`src/verilog/rrts_consts.svh`:
```
// Constants for the round robin task sequencer
`ifndef RRTS_CONSTS_SVH
`define RRTS_CONSTS_SVH
`define RRTS_NUM_TASKS 4
`define RRTS_TASK_W 2
`define RRTS_PC_W 12
`define RRTS_STACK_DEPTH 4
`define RRTS_SP_W 3
`define RRTS_PAR_MIN_ENTRIES 2
`define RRTS_TASK0_ENTRY 12'h000
`define RRTS_IRQ_VECTOR 12'hFF0
`endif

```
`src/verilog/rrts_pkg.sv`:
```
// Types for the round robin task sequencer
`include "rrts_consts.svh"
package rrts_pkg;
  typedef enum logic [2:0] {
    RRTS_ST_IDLE = 3'b001,
    RRTS_ST_RUN = 3'b010,
    RRTS_ST_IRQ = 3'b100
  } rrts_state_type;

  // Issued command slot toward the core
  typedef struct packed {
    logic valid;
    logic [`RRTS_TASK_W-1:0] task_id;
    logic [`RRTS_PC_W-1:0] pc;
  } rrts_issue_type;

  // Result reported by the core for the last issued command
  typedef struct packed {
    logic done;
    logic [`RRTS_PC_W-1:0] next_pc;
    logic call;
    logic ret;
    logic suspend;
    logic resume;
    logic restart;
    logic [`RRTS_TASK_W-1:0] target;
  } rrts_retire_type;
endpackage

```
`src/verilog/rrts_pick.sv`:
```
// Round robin picker: next eligible task after the current one
`timescale 1ns/1ps
`default_nettype none
`include "rrts_consts.svh"
module rrts_pick
  import rrts_pkg::*;
#(
  parameter int N = `RRTS_NUM_TASKS,
  parameter int W = `RRTS_TASK_W
) (
  input wire logic [N-1:0] i_eligible,
  input wire logic [W-1:0] i_cur,
  output logic o_found,
  output logic [W-1:0] o_next
);
  always_comb begin
    o_found = 1'b0;
    o_next = i_cur;
    // Search from cur+1 wrapping back to cur itself
    for (int k = 1; k <= N; k++) begin
      if (!o_found && i_eligible[W'((32'(i_cur) + k) % N)]) begin
        o_found = 1'b1;
        o_next = W'((32'(i_cur) + k) % N);
      end
    end
  end
endmodule
`default_nettype wire

```
`src/verilog/rrts_seq.sv`:
```
// Round robin task sequencer top level
// Summary of operation
// - Single-task mode or parallel interleaved mode
// - Two entries select parallel; reset starts all
// - Commands issued round robin across tasks
// - Idle tasks skipped without spending a slot
// - Data memory shared equally by all tasks
// - Task 0 starts at memory start first
// - Extra tasks entered by their own index
// - Own program counter and stack per task
// - Single interrupt preempts every running task
// - Current task index readable, updated each switch
// - Suspend per task; resume only from another
`timescale 1ns/1ps
`default_nettype none
`include "rrts_consts.svh"
module rrts_seq
  import rrts_pkg::*;
#(
  parameter int N = `RRTS_NUM_TASKS
) (
  input wire logic i_clk_sys,
  input wire logic i_rst,
  input wire logic [N-1:0] i_entry_defined,
  input wire logic [N*`RRTS_PC_W-1:0] i_entry_pc,
  input wire logic [N-1:0] i_task_idle,
  input wire logic i_irq,
  input wire logic i_irq_done,
  input wire rrts_retire_type i_retire,
  output rrts_issue_type o_issue,
  output logic o_parallel,
  output logic o_irq_active,
  output logic [`RRTS_TASK_W-1:0] o_cur_task,
  output logic [N-1:0] o_suspended
);
  localparam int PW = `RRTS_PC_W;
  localparam int TW = `RRTS_TASK_W;
  localparam int SD = `RRTS_STACK_DEPTH;
  localparam int SW = `RRTS_SP_W;

  typedef struct packed {
    rrts_state_type st;
    logic parallel;
    logic [TW-1:0] cur;
    logic [N-1:0] susp;
    logic [N-1:0][PW-1:0] pc;
    logic [N-1:0][SD-1:0][PW-1:0] stk;
    logic [N-1:0][SW-1:0] sp;
    rrts_issue_type issue;
  } rrts_core_type;

  rrts_core_type s_r, s_nxt;
  logic [N-1:0] eligible;
  logic found;
  logic [TW-1:0] nxt_task;
  logic [TW-1:0] wait_task;

  // Defined, not suspended, not in a delay
  always_comb begin
    eligible = i_entry_defined & ~s_r.susp & ~i_task_idle;
    // Task 0 always exists
    eligible[0] = ~s_r.susp[0] & ~i_task_idle[0];
  end

  rrts_pick #(.N(N), .W(TW)) u_pick (
    .i_eligible(eligible),
    .i_cur(s_r.cur),
    .o_found(found),
    .o_next(nxt_task)
  );

  assign wait_task = s_r.issue.task_id;

  always_comb begin
    s_nxt = s_r;
    case (s_r.st)
      RRTS_ST_IDLE: begin
        // Launch all defined tasks at their entry points
        s_nxt.parallel = ($countones(i_entry_defined | N'(1)) >= `RRTS_PAR_MIN_ENTRIES);
        for (int t = 0; t < N; t++) begin
          s_nxt.pc[t] = i_entry_pc[t*PW +: PW];
          s_nxt.sp[t] = '0;
        end
        s_nxt.pc[0] = `RRTS_TASK0_ENTRY;
        s_nxt.susp = '0;
        s_nxt.cur = TW'(N - 1);
        s_nxt.issue = '0;
        s_nxt.st = RRTS_ST_RUN;
      end
      RRTS_ST_RUN: begin
        if (s_r.issue.valid) begin
          // One command in flight; retire before the next
          if (i_retire.done) begin
            s_nxt.issue.valid = 1'b0;
            s_nxt.pc[wait_task] = i_retire.next_pc;
            // Full stack drops the push; the core still takes next_pc
            if (i_retire.call && s_r.sp[wait_task] < SW'(SD)) begin
              s_nxt.stk[wait_task][s_r.sp[wait_task][SW-2:0]] = s_r.issue.pc + PW'(1);
              s_nxt.sp[wait_task] = s_r.sp[wait_task] + SW'(1);
            end else if (i_retire.ret && s_r.sp[wait_task] != '0) begin
              s_nxt.pc[wait_task] = s_r.stk[wait_task][s_r.sp[wait_task][SW-2:0] - 1'b1];
              s_nxt.sp[wait_task] = s_r.sp[wait_task] - SW'(1);
            end
            // Resume only from a different task
            if (i_retire.suspend) begin
              s_nxt.susp[i_retire.target] = 1'b1;
            end else if (i_retire.resume && i_retire.target != wait_task) begin
              s_nxt.susp[i_retire.target] = 1'b0;
            end
            if (i_retire.restart) begin
              s_nxt.pc[i_retire.target] = (i_retire.target == '0) ?
                `RRTS_TASK0_ENTRY : i_entry_pc[32'(i_retire.target)*PW +: PW];
              s_nxt.sp[i_retire.target] = '0;
            end
          end
        end else if (i_irq) begin
          // One interrupt holds off every task
          s_nxt.st = RRTS_ST_IRQ;
        end else if (!s_r.parallel) begin
          // Sequential mode runs task 0 only
          if (eligible[0]) begin
            s_nxt.cur = '0;
            s_nxt.issue = '{valid: 1'b1, task_id: '0, pc: s_r.pc[0]};
          end
        end else if (found) begin
          // Switch and issue in the same cycle
          s_nxt.cur = nxt_task;
          s_nxt.issue = '{valid: 1'b1, task_id: nxt_task, pc: s_r.pc[nxt_task]};
        end
      end
      RRTS_ST_IRQ: begin
        if (i_irq_done) begin
          s_nxt.st = RRTS_ST_RUN;
        end
      end
      default: s_nxt.st = RRTS_ST_IDLE;
    endcase
  end

  always_ff @(posedge i_clk_sys) begin
    if (i_rst) begin
      s_r <= '0;
      s_r.st <= RRTS_ST_IDLE;
    end else begin
      s_r <= s_nxt;
    end
  end

  // Data memory lives outside and is shared; no per-task banking
  assign o_issue = s_r.issue;
  assign o_parallel = s_r.parallel;
  assign o_irq_active = (s_r.st == RRTS_ST_IRQ);
  assign o_cur_task = s_r.cur;
  assign o_suspended = s_r.susp;

  AST_ONE_INFLIGHT: assert property (@(posedge i_clk_sys) disable iff (i_rst)
    s_r.issue.valid && !i_retire.done |=> s_r.issue.valid && $stable(s_r.issue.task_id))
    else $error("issue dropped before retire");
  AST_RR_ORDER: assert property (@(posedge i_clk_sys) disable iff (i_rst)
    $rose(s_r.issue.valid) && s_r.parallel && found |-> s_r.issue.task_id == $past(nxt_task))
    else $error("issue not from picker");
  AST_NO_SUSP_ISSUE: assert property (@(posedge i_clk_sys) disable iff (i_rst)
    !s_r.issue.valid && !i_irq && s_r.st == RRTS_ST_RUN && eligible == '0
    |=> !s_r.issue.valid)
    else $error("issued with nothing eligible");
  AST_IDLE_SKIP: assert property (@(posedge i_clk_sys) disable iff (i_rst)
    s_r.st == RRTS_ST_RUN && !s_r.issue.valid && !i_irq && s_r.parallel && found
    |-> !i_task_idle[nxt_task] ##1 s_r.issue.valid)
    else $error("idle task took a slot");
  AST_IRQ_HOLD: assert property (@(posedge i_clk_sys) disable iff (i_rst)
    s_r.st == RRTS_ST_IRQ |=> !s_r.issue.valid)
    else $error("issue during interrupt");
  AST_CUR_TRACK: assert property (@(posedge i_clk_sys) disable iff (i_rst)
    $rose(s_r.issue.valid) |-> o_cur_task == s_r.issue.task_id)
    else $error("current task not updated");
  AST_TASK0_FIRST: assert property (@(posedge i_clk_sys) disable iff (i_rst)
    s_r.st == RRTS_ST_IDLE |=> s_r.pc[0] == `RRTS_TASK0_ENTRY)
    else $error("task 0 entry wrong");
  AST_SEQ_ONLY0: assert property (@(posedge i_clk_sys) disable iff (i_rst)
    s_r.issue.valid && !s_r.parallel |-> s_r.issue.task_id == '0)
    else $error("sequential mode issued other task");
  AST_SELF_RESUME: assert property (@(posedge i_clk_sys) disable iff (i_rst)
    s_r.issue.valid && i_retire.done && i_retire.resume && !i_retire.suspend
    && i_retire.target == s_r.issue.task_id |=> s_r.susp == $past(s_r.susp))
    else $error("task resumed itself");
  AST_SUSPEND_SET: assert property (@(posedge i_clk_sys) disable iff (i_rst)
    s_r.issue.valid && i_retire.done && i_retire.suspend
    |=> s_r.susp[$past(i_retire.target)])
    else $error("suspend not applied");
  AST_NO_SUSP_RISE: assert property (@(posedge i_clk_sys) disable iff (i_rst)
    $rose(s_r.issue.valid) |-> !s_r.susp[s_r.issue.task_id])
    else $error("suspended task issued");

  // Per-task program counter and return stack bookkeeping
  AST_PC_RETIRE: assert property (@(posedge i_clk_sys) disable iff (i_rst)
    s_r.issue.valid && i_retire.done && !i_retire.ret && !i_retire.restart
    |=> s_r.pc[$past(wait_task)] == $past(i_retire.next_pc))
    else $error("retired pc not stored");
  AST_CALL_PUSH: assert property (@(posedge i_clk_sys) disable iff (i_rst)
    s_r.issue.valid && i_retire.done && i_retire.call && !i_retire.restart
    && s_r.sp[wait_task] < SW'(SD)
    |=> s_r.sp[$past(wait_task)] == $past(s_r.sp[wait_task]) + SW'(1)
    && s_r.stk[$past(wait_task)][$past(s_r.sp[wait_task][SW-2:0])]
    == $past(s_r.issue.pc) + PW'(1))
    else $error("call did not push return address");
  AST_CALL_FULL: assert property (@(posedge i_clk_sys) disable iff (i_rst)
    s_r.issue.valid && i_retire.done && i_retire.call && !i_retire.restart
    && s_r.sp[wait_task] == SW'(SD) |=> s_r.sp[$past(wait_task)] == SW'(SD))
    else $error("push into full stack");
  AST_RET_POP: assert property (@(posedge i_clk_sys) disable iff (i_rst)
    s_r.issue.valid && i_retire.done && i_retire.ret && !i_retire.call && !i_retire.restart
    && s_r.sp[wait_task] != '0
    |=> s_r.sp[$past(wait_task)] == $past(s_r.sp[wait_task]) - SW'(1))
    else $error("return did not pop stack");
  AST_RET_EMPTY: assert property (@(posedge i_clk_sys) disable iff (i_rst)
    s_r.issue.valid && i_retire.done && i_retire.ret && !i_retire.call && !i_retire.restart
    && s_r.sp[wait_task] == '0 |=> s_r.pc[$past(wait_task)] == $past(i_retire.next_pc))
    else $error("empty return not taken from next pc");
  AST_RESTART_ENTRY: assert property (@(posedge i_clk_sys) disable iff (i_rst)
    s_r.issue.valid && i_retire.done && i_retire.restart && i_retire.target == '0
    |=> s_r.pc[0] == `RRTS_TASK0_ENTRY && s_r.sp[0] == '0)
    else $error("task 0 restart entry wrong");

  // Interrupt entry and exit around the rotation; mode held after launch
  AST_IRQ_ENTER: assert property (@(posedge i_clk_sys) disable iff (i_rst)
    s_r.st == RRTS_ST_RUN && !s_r.issue.valid && i_irq
    |=> s_r.st == RRTS_ST_IRQ && !s_r.issue.valid)
    else $error("interrupt not taken");
  AST_IRQ_LEAVE: assert property (@(posedge i_clk_sys) disable iff (i_rst)
    s_r.st == RRTS_ST_IRQ && i_irq_done |=> s_r.st == RRTS_ST_RUN)
    else $error("interrupt not left");
  AST_MODE_STABLE: assert property (@(posedge i_clk_sys) disable iff (i_rst)
    s_r.st != RRTS_ST_IDLE |=> $stable(s_r.parallel))
    else $error("mode changed after launch");
endmodule
`default_nettype wire
```
`config.mk`:
```
export PLATFORM = sky130hd
export DESIGN_NAME = rrts_seq
export DESIGN_NICKNAME = d
export VERILOG_FILES = /design/src/verilog/rrts_pkg.sv /design/src/verilog/rrts_pick.sv /design/src/verilog/rrts_seq.sv
export VERILOG_INCLUDE_DIRS = /design/src /design/src/verilog
export SDC_FILE = /design/constraint.sdc
export NUM_CORES = 1
export LEC_CHECK = 0
export BUFFER_PORTS_ARGS = -buffer_cell sky130_fd_sc_hd__buf_4
export CORE_ASPECT_RATIO = 1.4
export CORE_MARGIN = 8
export CORE_UTILIZATION = 65
export DETAILED_ROUTE_END_ITERATION = 8
export GPL_TIMING_DRIVEN = 1
export PLACE_DENSITY = 0.85
export SYNTH_ARGS = -nofsm -noshare
export SYNTH_HDL_FRONTEND = slang
export SYNTH_SLANG_ARGS = --single-unit
```
`constraint.sdc`:
```
create_clock -name i_clk_sys -period 6.8 [get_ports i_clk_sys]
set_clock_uncertainty 0.2 [all_clocks]
set_input_delay 0.68 -clock i_clk_sys [delete_from_list [all_inputs] [get_ports i_clk_sys]]
set_output_delay 0.68 -clock i_clk_sys [all_outputs]
set_load 0.02 [all_outputs]
```
=== After elaboration in Yosys (flattened, before gate mapping) ===
Cells that the tools add are included.

* Bits in registers: 277
* Bits of input ports: 80
* Logic and storage cells: 182

* $add $sub $neg: 11
* Multipliers: 1
* Magnitude comparators: 14
* Equality and inequality tests: 13
* Shift-type cells: 1
* Mux-type cells: 79
* Bitwise gates (word level): 12
* Reduce and logical (&&, ||, !) cells: 20

{| class="wikitable"
|+ Operators by type and width
! kind !! count
|-
| $mux W48 || 8
|-
| $mux W257 || 1
|-
| $mux W256 || 1
|-
| $bwmux W192 || 1
|-
| $mux W192 || 1
|-
| $bwmux W48 || 3
|-
| $mux W12 || 12
|-
| $pmux W54 S2 || 1
|-
| $bmux W48 S2 || 1
|-
| $demux W48 S2 || 1
|-
| $demux W12 S2 || 3
|-
| $mux W15 || 4
|-
| $pmux W27 S2 || 1
|-
| $bmux W12 S2 || 2
|-
| $shiftx A48 B7 Y12 || 1
|-
| $lt A2 B3 Y1 const B || 9
|-
| $bwmux W12 || 2
|-
| $mux W2 || 9
|-
| $mux W3 || 6
|-
| $mux W14 || 1
|-
| $add A12 B1 Y12 const B || 1
|-
| $and A12 B12 Y12 || 1
|-
| $and A4 B4 Y4 || 3
|-
| $demux W3 S2 || 2
|-
| 38 further kinds || 76
|}

=== Longest topological paths before layout ===
Gate-level depths: netlist (run 1).

* Depth in word-level cells: 22
* Mapped depth: 14

=== Hierarchy ===
A second synthesis (run 1) with hierarchy kept.

* Cells, all modules: 1498
* Area, all modules: 13962.1 um^2

{| class="wikitable"
|+ Modules (own cells, without submodules)
! module !! times used !! cells each !! area each (um^2) !! sequential area each (um^2)
|-
| rrts_seq || 1 || 1484 || 13879.6 || 5545.3
|-
| rrts_pick || 1 || 14 || 82.6 || 0.0
|}

=== Worst setup path after synthesis (run 1) ===
OpenSTA, ideal clock, no wires.

* Kind: reg-to-reg
* Start: register s_r, in the netlist wait_task[0]
* End: register s_r[245] in the netlist's numbering
* Library setup time: 117 ps
* Data arrival time: 3061 ps
* Required time: 6483 ps
* Setup slack: 3422 ps
* Cell stages (with the launch flop): 13
* Period minus slack after synthesis: 3378 ps
* Cell sequence: dfxtp_1 -> buf_6 -> buf_6 -> buf_2 -> mux4_2 -> inv_1 -> ha_1 -> buf_2 -> clkbuf_1 -> mux4_2 -> mux2i_2 -> a221oi_1 -> o22a_1

* Longest elaborated chain between the ends: 16

{| class="wikitable"
|+ RTL lines
! element !! RTL line !! text
|-
| start, declared || rrts_seq.sv:52 || <nowiki>rrts_core_type s_r, s_nxt;</nowiki>
|-
| start signal, assigned || rrts_seq.sv:145 || <nowiki>s_r <= s_nxt;</nowiki>
|-
| $bmux W3 S2 (tied with other cells) || rrts_seq.sv:97, rrts_seq.sv:100, rrts_seq.sv:101 ||
|-
| $mux W3 (not written as such) or $logic_and A1 B1 Y1 (tied branches) || - ||
|-
| $sub A2 B1 Y2 or $mux W12 (tied branches) || rrts_seq.sv:101, rrts_seq.sv:95 ||
|-
| $bmux W12 S2 or $demux W12 S2 (tied branches) || rrts_seq.sv:101, rrts_seq.sv:95 ||
|-
| $mux W12 (not written as such) or $bwmux W48 (tied branches) || rrts_seq.sv:101, rrts_seq.sv:95 ||
|-
| $bwmux W48 || rrts_seq.sv:101 || <nowiki>s_nxt.pc[wait_task] = s_r.stk[wait_task][s_r.sp[wait_task][SW-2:0] - 1'b1];</nowiki>
|-
| $mux W48 || rrts_seq.sv:100 || <nowiki>end else if (i_retire.ret && s_r.sp[wait_task] != '0) begin</nowiki>
|-
| $mux W48 (*) || rrts_seq.sv:97 || <nowiki>if (i_retire.call && s_r.sp[wait_task] < SW'(SD)) begin</nowiki>
|-
| $mux W48 (*) || rrts_seq.sv:93 || <nowiki>if (i_retire.done) begin</nowiki>
|-
| $mux W48 (*) || rrts_seq.sv:91 || <nowiki>if (s_r.issue.valid) begin</nowiki>
|-
| $mux W48 (*) || rrts_seq.sv:76 || <nowiki>case (s_r.st)</nowiki>
|-
| $bwmux W48 || rrts_seq.sv:111 || <nowiki>s_nxt.pc[i_retire.target] = (i_retire.target == '0) ?</nowiki>
|-
| $mux W48 (*) || rrts_seq.sv:110 || <nowiki>if (i_retire.restart) begin</nowiki>
|-
| $mux W257 (*) || rrts_seq.sv:93 ||
|-
| $mux W256 (*) || rrts_seq.sv:91 ||
|-
| $pmux W54 S2 (*) || rrts_seq.sv:76 ||
|}

Mark *: on every way between the ends. The rest lies on a longest branch, timed or not. The select of a mux whose other input is x is not followed.
A chain may end at the register's enable or synchronous reset.

=== Worst setup path after layout (run 1) ===
* Start: register s_r, in the netlist wait_task[0]
* End: register s_r[242] in the netlist's numbering

The elaborated chain is that of the path after synthesis.

==> results of run 1 <==
cell families after synthesis:
logic type                 count (synthesis)  synth area share
AOI/OAI and AO/OA                        395            0.1987
xor gates and xnor gates                  21           0.01308
adders and majority gates                  7          0.006228
buffers and inverters                    184           0.06353
DFF                                      277            0.3943
muxes                                    136            0.1550
and+or+nand+nor                          517            0.1691
worst max-delay path: stages (launching register included):
cell     delay (ns)
dfxtp_4        0.62
buf_4          0.72
mux4_2         0.54
inv_1          0.08
ha_1           0.21
nor2b_1        0.48
o21a_1         0.70
mux2i_1        0.55
and3_1         0.24
nor4_1         0.04
cell type report:
cell class / count / area [sq um]
clock buffer: 37 / 773.2
sequential: 277 / 5550
multi-input combinational: 1076 / 7660
fill: 1497 / 5809
tap: 260 / 325.3
timing repair buffer: 106 / 799.5
clock inverter: 13 / 207.7
inverter: 21 / 78.83
final timing paths:
kind / startpoint / endpoint / slack, ns / cells after the start
setup / recovery: wait_task[0] / s_r[242] / 2.24 / 9
setup reg to reg: wait_task[0] / s_r[242] / 2.24 / 9
hold / removal: i_irq_done / s_r[275] / 0.17 / 3
hold reg to reg: flip-flop / flip-flop / 0.25 / 2
power by group:
group / switching [mW] / leakage (nW) / total, mW / internal [mW]
logic: 0.282 / 2.51 / 0.451 / 0.169
registers: 0.0334 / 2.24 / 1.70 / 1.67
clock network: 0.671 / 0.485 / 1.66 / 0.989
total: 0.987 / 5.24 / 3.81 / 2.82
layer usage:
layer,share of wire,global-route usage,vias to the layer above
met1,0.36,0.3439,5802
met2,0.49,0.5079,799
li1,-,-,5565
met4,0.056,0.1860,0
met5,0,0,-
met3,0.094,0.05618,187
Yosys cell counts, types with 7 or more instances:
cell | count | area (sq um)
nor3b_1 | 15 | 112.6
a22o_1 | 8 | 70.07
or2_2 | 12 | 75.07
o2bb2ai_1 | 12 | 105.1
and4_1 | 8 | 70.07
buf_2 | 42 | 210.2
buf_4 | 28 | 210.2
a21oi_1 | 108 | 540.5
and3_1 | 17 | 106.4
mux2i_1 | 55 | 550.5
nor3_1 | 13 | 65.06
o22ai_1 | 7 | 43.79
o21ai_0 | 28 | 140.1
a31oi_1 | 17 | 106.4
o221ai_1 | 20 | 175.2
mux4_2 | 63 | 1419
and3b_1 | 7 | 61.31
clkbuf_1 | 81 | 304.0
nand2_1 | 190 | 713.2
o221a_2 | 9 | 101.4
nand3_1 | 21 | 105.1
nor2_1 | 177 | 664.4
ha_1 | 7 | 87.58
xnor2_1 | 13 | 113.9
nand2b_1 | 19 | 118.9
nand4_1 | 8 | 50.05
inv_1 | 19 | 71.32
mux2_2 | 15 | 168.9
xor2_1 | 8 | 70.07
dfxtp_1 | 277 | 5545
nor4_1 | 12 | 75.07
a211oi_1 | 131 | 983.4
stage by stage:
stage / std cells / total power [mW] / hold WS, ns
5_1_grt: 1790 / 3.905 / 0.1820
2_1_floorplan: 1537 / 2.031 / 0.2286
3_3_place_gp: 1740 / 2.160 / 0.2359
3_5_place_dp: 1740 / 2.169 / 0.2423
4_1_cts: 1790 / 3.791 / 0.1632
6_report: 1790 / 3.811 / 0.1732
==> results by group, run 1 <==
Critical path
  – Worst Path Max Fanout: slightly above 40
  – CP arrival: roughly 4.8 ns
  – Critical path startpoint category: flip-flop
  – Crit path required time: between 6 and 7 ns
  – Crit end category: flip-flop
  – Setup CP Type: flip-flop to flip-flop

Logic synthesis
  – Ys flop type: dfxtp_1
  – Mapped Nets: roughly 1600
  – Yosys warnings: 0
  – Mapped Area: about 14000 sq um
  – Post-synth EDFFs: 0
  – Avg Cell Area, Syn: about 9.1 sq um
  – Synthesis-stage register bit count: roughly 280
  – Synth async-reset ratio: 0
  – Sequential-to-total area share from yosys stat: 0.3943
  – Synth Instances: about 1500
  – Post-synth cell types: slightly above 70

Worst hold path
  – Worst hold path type: input port to flip-flop

Timing
  – Achievable Freq: between 0.2 and 0.25 GHz
  – Final cycle utilization of the critical path: 0.6701
  – Worst Tran Pin Value: between 1 and 1.5 ns
  – Rel. slew slack: 0.1632
  – Final setup viols: 0
  – Fin worst setup slack: between 2 and 2.5 ns
  – Final hold viol count: 0
  – TNS Setup: 0 ns
  – Final Max Tran Viols: 0
  – Final Critical Period: between 4 and 5 ns
  – Unrepaired setup endpoints after global routing: no

Clocking
  – Hold Buf Count CTS: 0
  – Num CTS Buffers: 27
  – H-tree lvl count: 1
  – CTS tree: built
  – Clock latency on the worst-skew pair: 0.57 ns
  – # resized after CTS: 0
  – Post-CTS Setup Bufs: 0
  – Worst-path clk slew: roughly 0.07 ns
  – Clk buf depth: 3
  – Clock sinks: 277
  – Root Buffer: clkbuf_16

GRT
  – First-pass GRT wire length: approximately 64 mm
  – Antenna violations before repair: 0
  – Largest net degree at the start of global routing: between 90 and 100
  – GRT Overall Usage: 0.2992
  – Number of global-route vias before repair: around 12000
  – Total gr overflow: 0

Power and ir drop
  – Power density over cell area: around 250 nW/um^2
  – Total leakage power: ~5.2 nW
  – Peak VDD IR: around 0.00022 V

Route
  – Via Count: around 12000
  – Total Routed Length: 41.04 mm
  – Via density: ~7
  – DR iter-0 viols: 1359
  – WL per Instance: around 23 microns
  – DR pass1 iterations: 6
  – DRT antenna net count: 0
  – Post-route DRC: 0

Placed design
  – Pre-CTS setup slack: around 2.3 ns
  – Dpl hpwl: roughly 26 mm
  – Placer Congestion: between 0.9 and 1
  – IO Port Bufs: slightly below 90
  – Post-place instance area: ~14000 sq um

Layout
  – Design area: 15390 sq um
  – Syn-to-layout area delta: 9.476%
  – N_diodes: 0
  – Most common cell after layout, fill and taps aside: dfxtp_1
  – Nets@finish: around 1600
  – Commonest cells after routing, fill and taps aside: dfxtp_1 (275), nand2_1 (190), nor2_1 (177)
  – Share of layout cells above drive strength 1: 0.1817
  – Final core utilization: 0.7260

Die
  – Initial Util: 0.6632
  – Die Span X: ~140 microns
  – Die Y: between 150 and 200 microns
  – # IOs: between 100 and 150
  – Std cell rows: 63
  – Die area: between 20000 and 30000 sq um
  – Core area: between 20000 and 25000 sq um

Job
  – Max cap viols: 0

Outcome
  – Status: finished, final reports clean
(Power assumes the default switching activity.)
==> run 2, diff against run 1 <==
- CORE_UTILIZATION: 65 -> 61
- PLACE_DENSITY: 0.85 -> 0.81
- clock period: 6.8 -> 4.3 ns (I/O delays scaled with it)
==> results by group, run 2 (same netlist as run 1, synthesis figures left out) <==
Outcome
  – Status: finished, final reports clean (unchanged)

Critical path
  – Cell mode on critical path: mux4_2
  – Worst Path Max Fanout: 17 (was 41)
  – Crit end category: flip-flop (unchanged)
  – CP arrival: 3.71 ns (was 4.75 ns)
  – Slowest CP cell: ha_1 (was buf_4)
  – Setup CP Type: flip-flop to flip-flop (unchanged)
  – R2R Setup Slk: 0.80 ns (was 2.24 ns)
  – R2r endpoint: s_r[242] (unchanged)
  – Crit path required time: 4.51 ns (was 6.99 ns)
  – Critical path startpoint category: flip-flop (unchanged)
  – Reg2Reg Depth: 7 (was 9)
  – Reg-to-Reg Start: wait_task[0] (unchanged)
  – CP cell instances: mux4_2 -> inv_1 -> ha_1 -> mux4_2 -> mux2i_1 -> and3_1 -> nor4_1 (was buf_4 -> mux4_2 -> inv_1 -> ha_1 -> nor2b_1 -> o21a_1 -> mux2i_1 -> and3_1 -> nor4_1)
  – Crit-path max cell delay: 0.72 ns (about the same)

Clocking
  – Hold Buf Count CTS: 6 (was 0)
  – Worst-path clk slew: 0.07 ns (about the same)
  – Num CTS Buffers: 27 (unchanged)
  – Clock sinks: 277 (unchanged)
  – Root Buffer: clkbuf_16 (unchanged)
  – Post-CTS Setup Bufs: 0 (unchanged)
  – CTS tree: built (unchanged)
  – Clk buf depth: 3 (unchanged)
  – H-tree lvl count: 1 (unchanged)
  – # resized after CTS: 0 (unchanged)
  – Clock latency on the worst-skew pair: 0.54 ns (was 0.57 ns)

Worst hold path
  – Worst hold path type: input port to flip-flop (unchanged)
  – Hold EP: s_r[240] (was s_r[275])
  – Hold Path Depth: 3 (unchanged)
  – Hold Startpoint: i_entry_pc[21] (was i_irq_done)

Route
  – Post-route DRC: 0 (unchanged)
  – DR pass1 iterations: 5 (was 6)
  – WL per Instance: 22.17 microns (was 22.93 microns)
  – DRT antenna net count: 0 (unchanged)
  – Total Routed Length: 41.32 mm (was 41.04 mm)
  – DR iter-0 viols: 1123 (was 1359)
  – Via density: 6.626 (was 6.901)
  – Via Count: 12350 (about the same)

Layout
  – Most common cell after layout, fill and taps aside: dfxtp_1 (unchanged)
  – Commonest cells after routing, fill and taps aside: dfxtp_1 (275), nand2_1 (190), nor2_1 (177) (unchanged)
  – Share of layout cells above drive strength 1: 0.1958 (was 0.1817)
  – Nets@finish: 1632 (was 1596)
  – Multi-input logic area: 7644 sq um (was 7660 sq um)
  – Syn-to-layout area delta: 11.23% (was 9.476%)
  – N_diodes: 0 (unchanged)
  – Fill cells: 1728 (was 1497)
  – Register area: 5550 sq um (unchanged)

Timing
  – Final setup viols: 0 (unchanged)
  – Fin worst setup slack: 0.7999 ns (was 2.243 ns)
  – Rel. slew slack: 0.2104 (was 0.1632)
  – Final hold viol count: 0 (unchanged)
  – Achievable Freq: 0.2857 GHz (was 0.2194 GHz)
  – Final Max Tran Viols: 0 (unchanged)
  – Unrepaired setup endpoints after global routing: no (unchanged)
  – Final cycle utilization of the critical path: 0.8140 (was 0.6701)
  – TNS Setup: 0 ns (unchanged)
  – Final Critical Period: 3.500 ns (was 4.557 ns)
  – Worst Tran Pin Value: 1.176 ns (was 1.244 ns)

Die
  – Die Y: 195.7 microns (was 190.0 microns)
  – # IOs: 103 (unchanged)
  – Core area: 22610 sq um (was 21200 sq um)
  – Std cell rows: 65 (was 63)
  – Die area: 28240 sq um (was 26660 sq um)
  – Initial Util: 0.6220 (was 0.6632)
  – Die Span X: 144.3 microns (was 140.3 microns)

GRT
  – Total gr overflow: 0 (unchanged)
  – GRT Overall Usage: 0.2855 (was 0.2992)
  – Number of global-route vias before repair: 12130 (was 11980)
  – Largest net degree at the start of global routing: 107 (was 93)
  – Antenna violations before repair: 0 (unchanged)
  – First-pass GRT wire length: 64.23 mm (was 64.38 mm)

Power and ir drop
  – Power density over cell area: 375.0 nW/um^2 (was 247.6 nW/um^2)
  – Total leakage power: 5.385 nW (was 5.238 nW)
  – Peak VDD IR: 0.0002991 V (was 0.0002245 V)

Placed design
  – Dpl hpwl: 27.27 mm (was 25.98 mm)
  – IO Port Bufs: 89 (unchanged)
  – Pre-CTS setup slack: 0.8597 ns (was 2.305 ns)
  – Placer Congestion: 0.9454 (was 0.9204)

Job
  – Max cap viols: 0 (unchanged)
## run 2: changes by cell type in the layout (fill, tap and decap cells not counted), sizes merged
cell         change
dlygate4sd3      +6
clkinvlp         -1
buf             +30
bufinv           -2
clkbuf           -2
clkinv           +2
## run 2: worst max-delay path, delay by kind of cell (launching register included)
family / cells / cell delay [ns]
fa+ha+maj: 1 / 0.72
buf+inv: 1 / 0.11
flops: 1 / 0.40
mux: 3 / 1.65
simple gates: 2 / 0.28
## run 2: metal layers
layer,vias to the layer above,track usage,part of all wire
met3,172,0.04326,0.086
li1,5626,-,-
met2,657,0.4823,0.48
met5,-,0,0
met1,5896,0.3325,0.37
met4,0,0.1740,0.060
## run 2: power breakdown
| part | internal [mW] | leakage, nW | switching, mW |
|---|---|---|---|
| sequential | 2.64 | 2.24 | 0.0529 |
| clock | 1.43 | 0.458 | 1.02 |
| combinational | 0.278 | 2.69 | 0.449 |
| total | 4.34 | 5.38 | 1.52 |
## run 2: layout make-up
type                    count  share of cell area
multi-input cells        1076              0.4887
repair buffers            142             0.06935
inverters                  21            0.005040
well taps                 301             0.02408
clock buffers              35             0.04896
clock inverters            12            0.009039
flip-flops and latches    277              0.3549
## run 2: worst max-delay path by stage
stage	to	slack, ns	cells after the start	start
after floorplan	s_r[245]	0.92	12	wait_task[0]
after global placement	flip-flop	0.89	6	wait_task[0]
after detailed placement	flip-flop	0.86	6	wait_task[0]
after CTS	s_r[242]	0.86	7	wait_task[0]
after global routing	flip-flop	0.61	6	wait_task[0]
final	s_r[242]	0.80	7	wait_task[0]
## run 2: metrics by stage
step           power [mW]  hold WS [ns]  instances  area (sq um)  utilization
5_1_grt             6.034       0.01176       1864         15640       0.6918
3_3_place_gp        3.427        0.2352       1811         14670       0.6490
4_1_cts             5.852     0.0008218       1864         15640       0.6918
6_report            5.865       0.01259       1864         15640       0.6918
2_1_floorplan       3.212        0.2286       1537         14060            -
3_5_place_dp        3.440        0.2419       1811         14670       0.6490
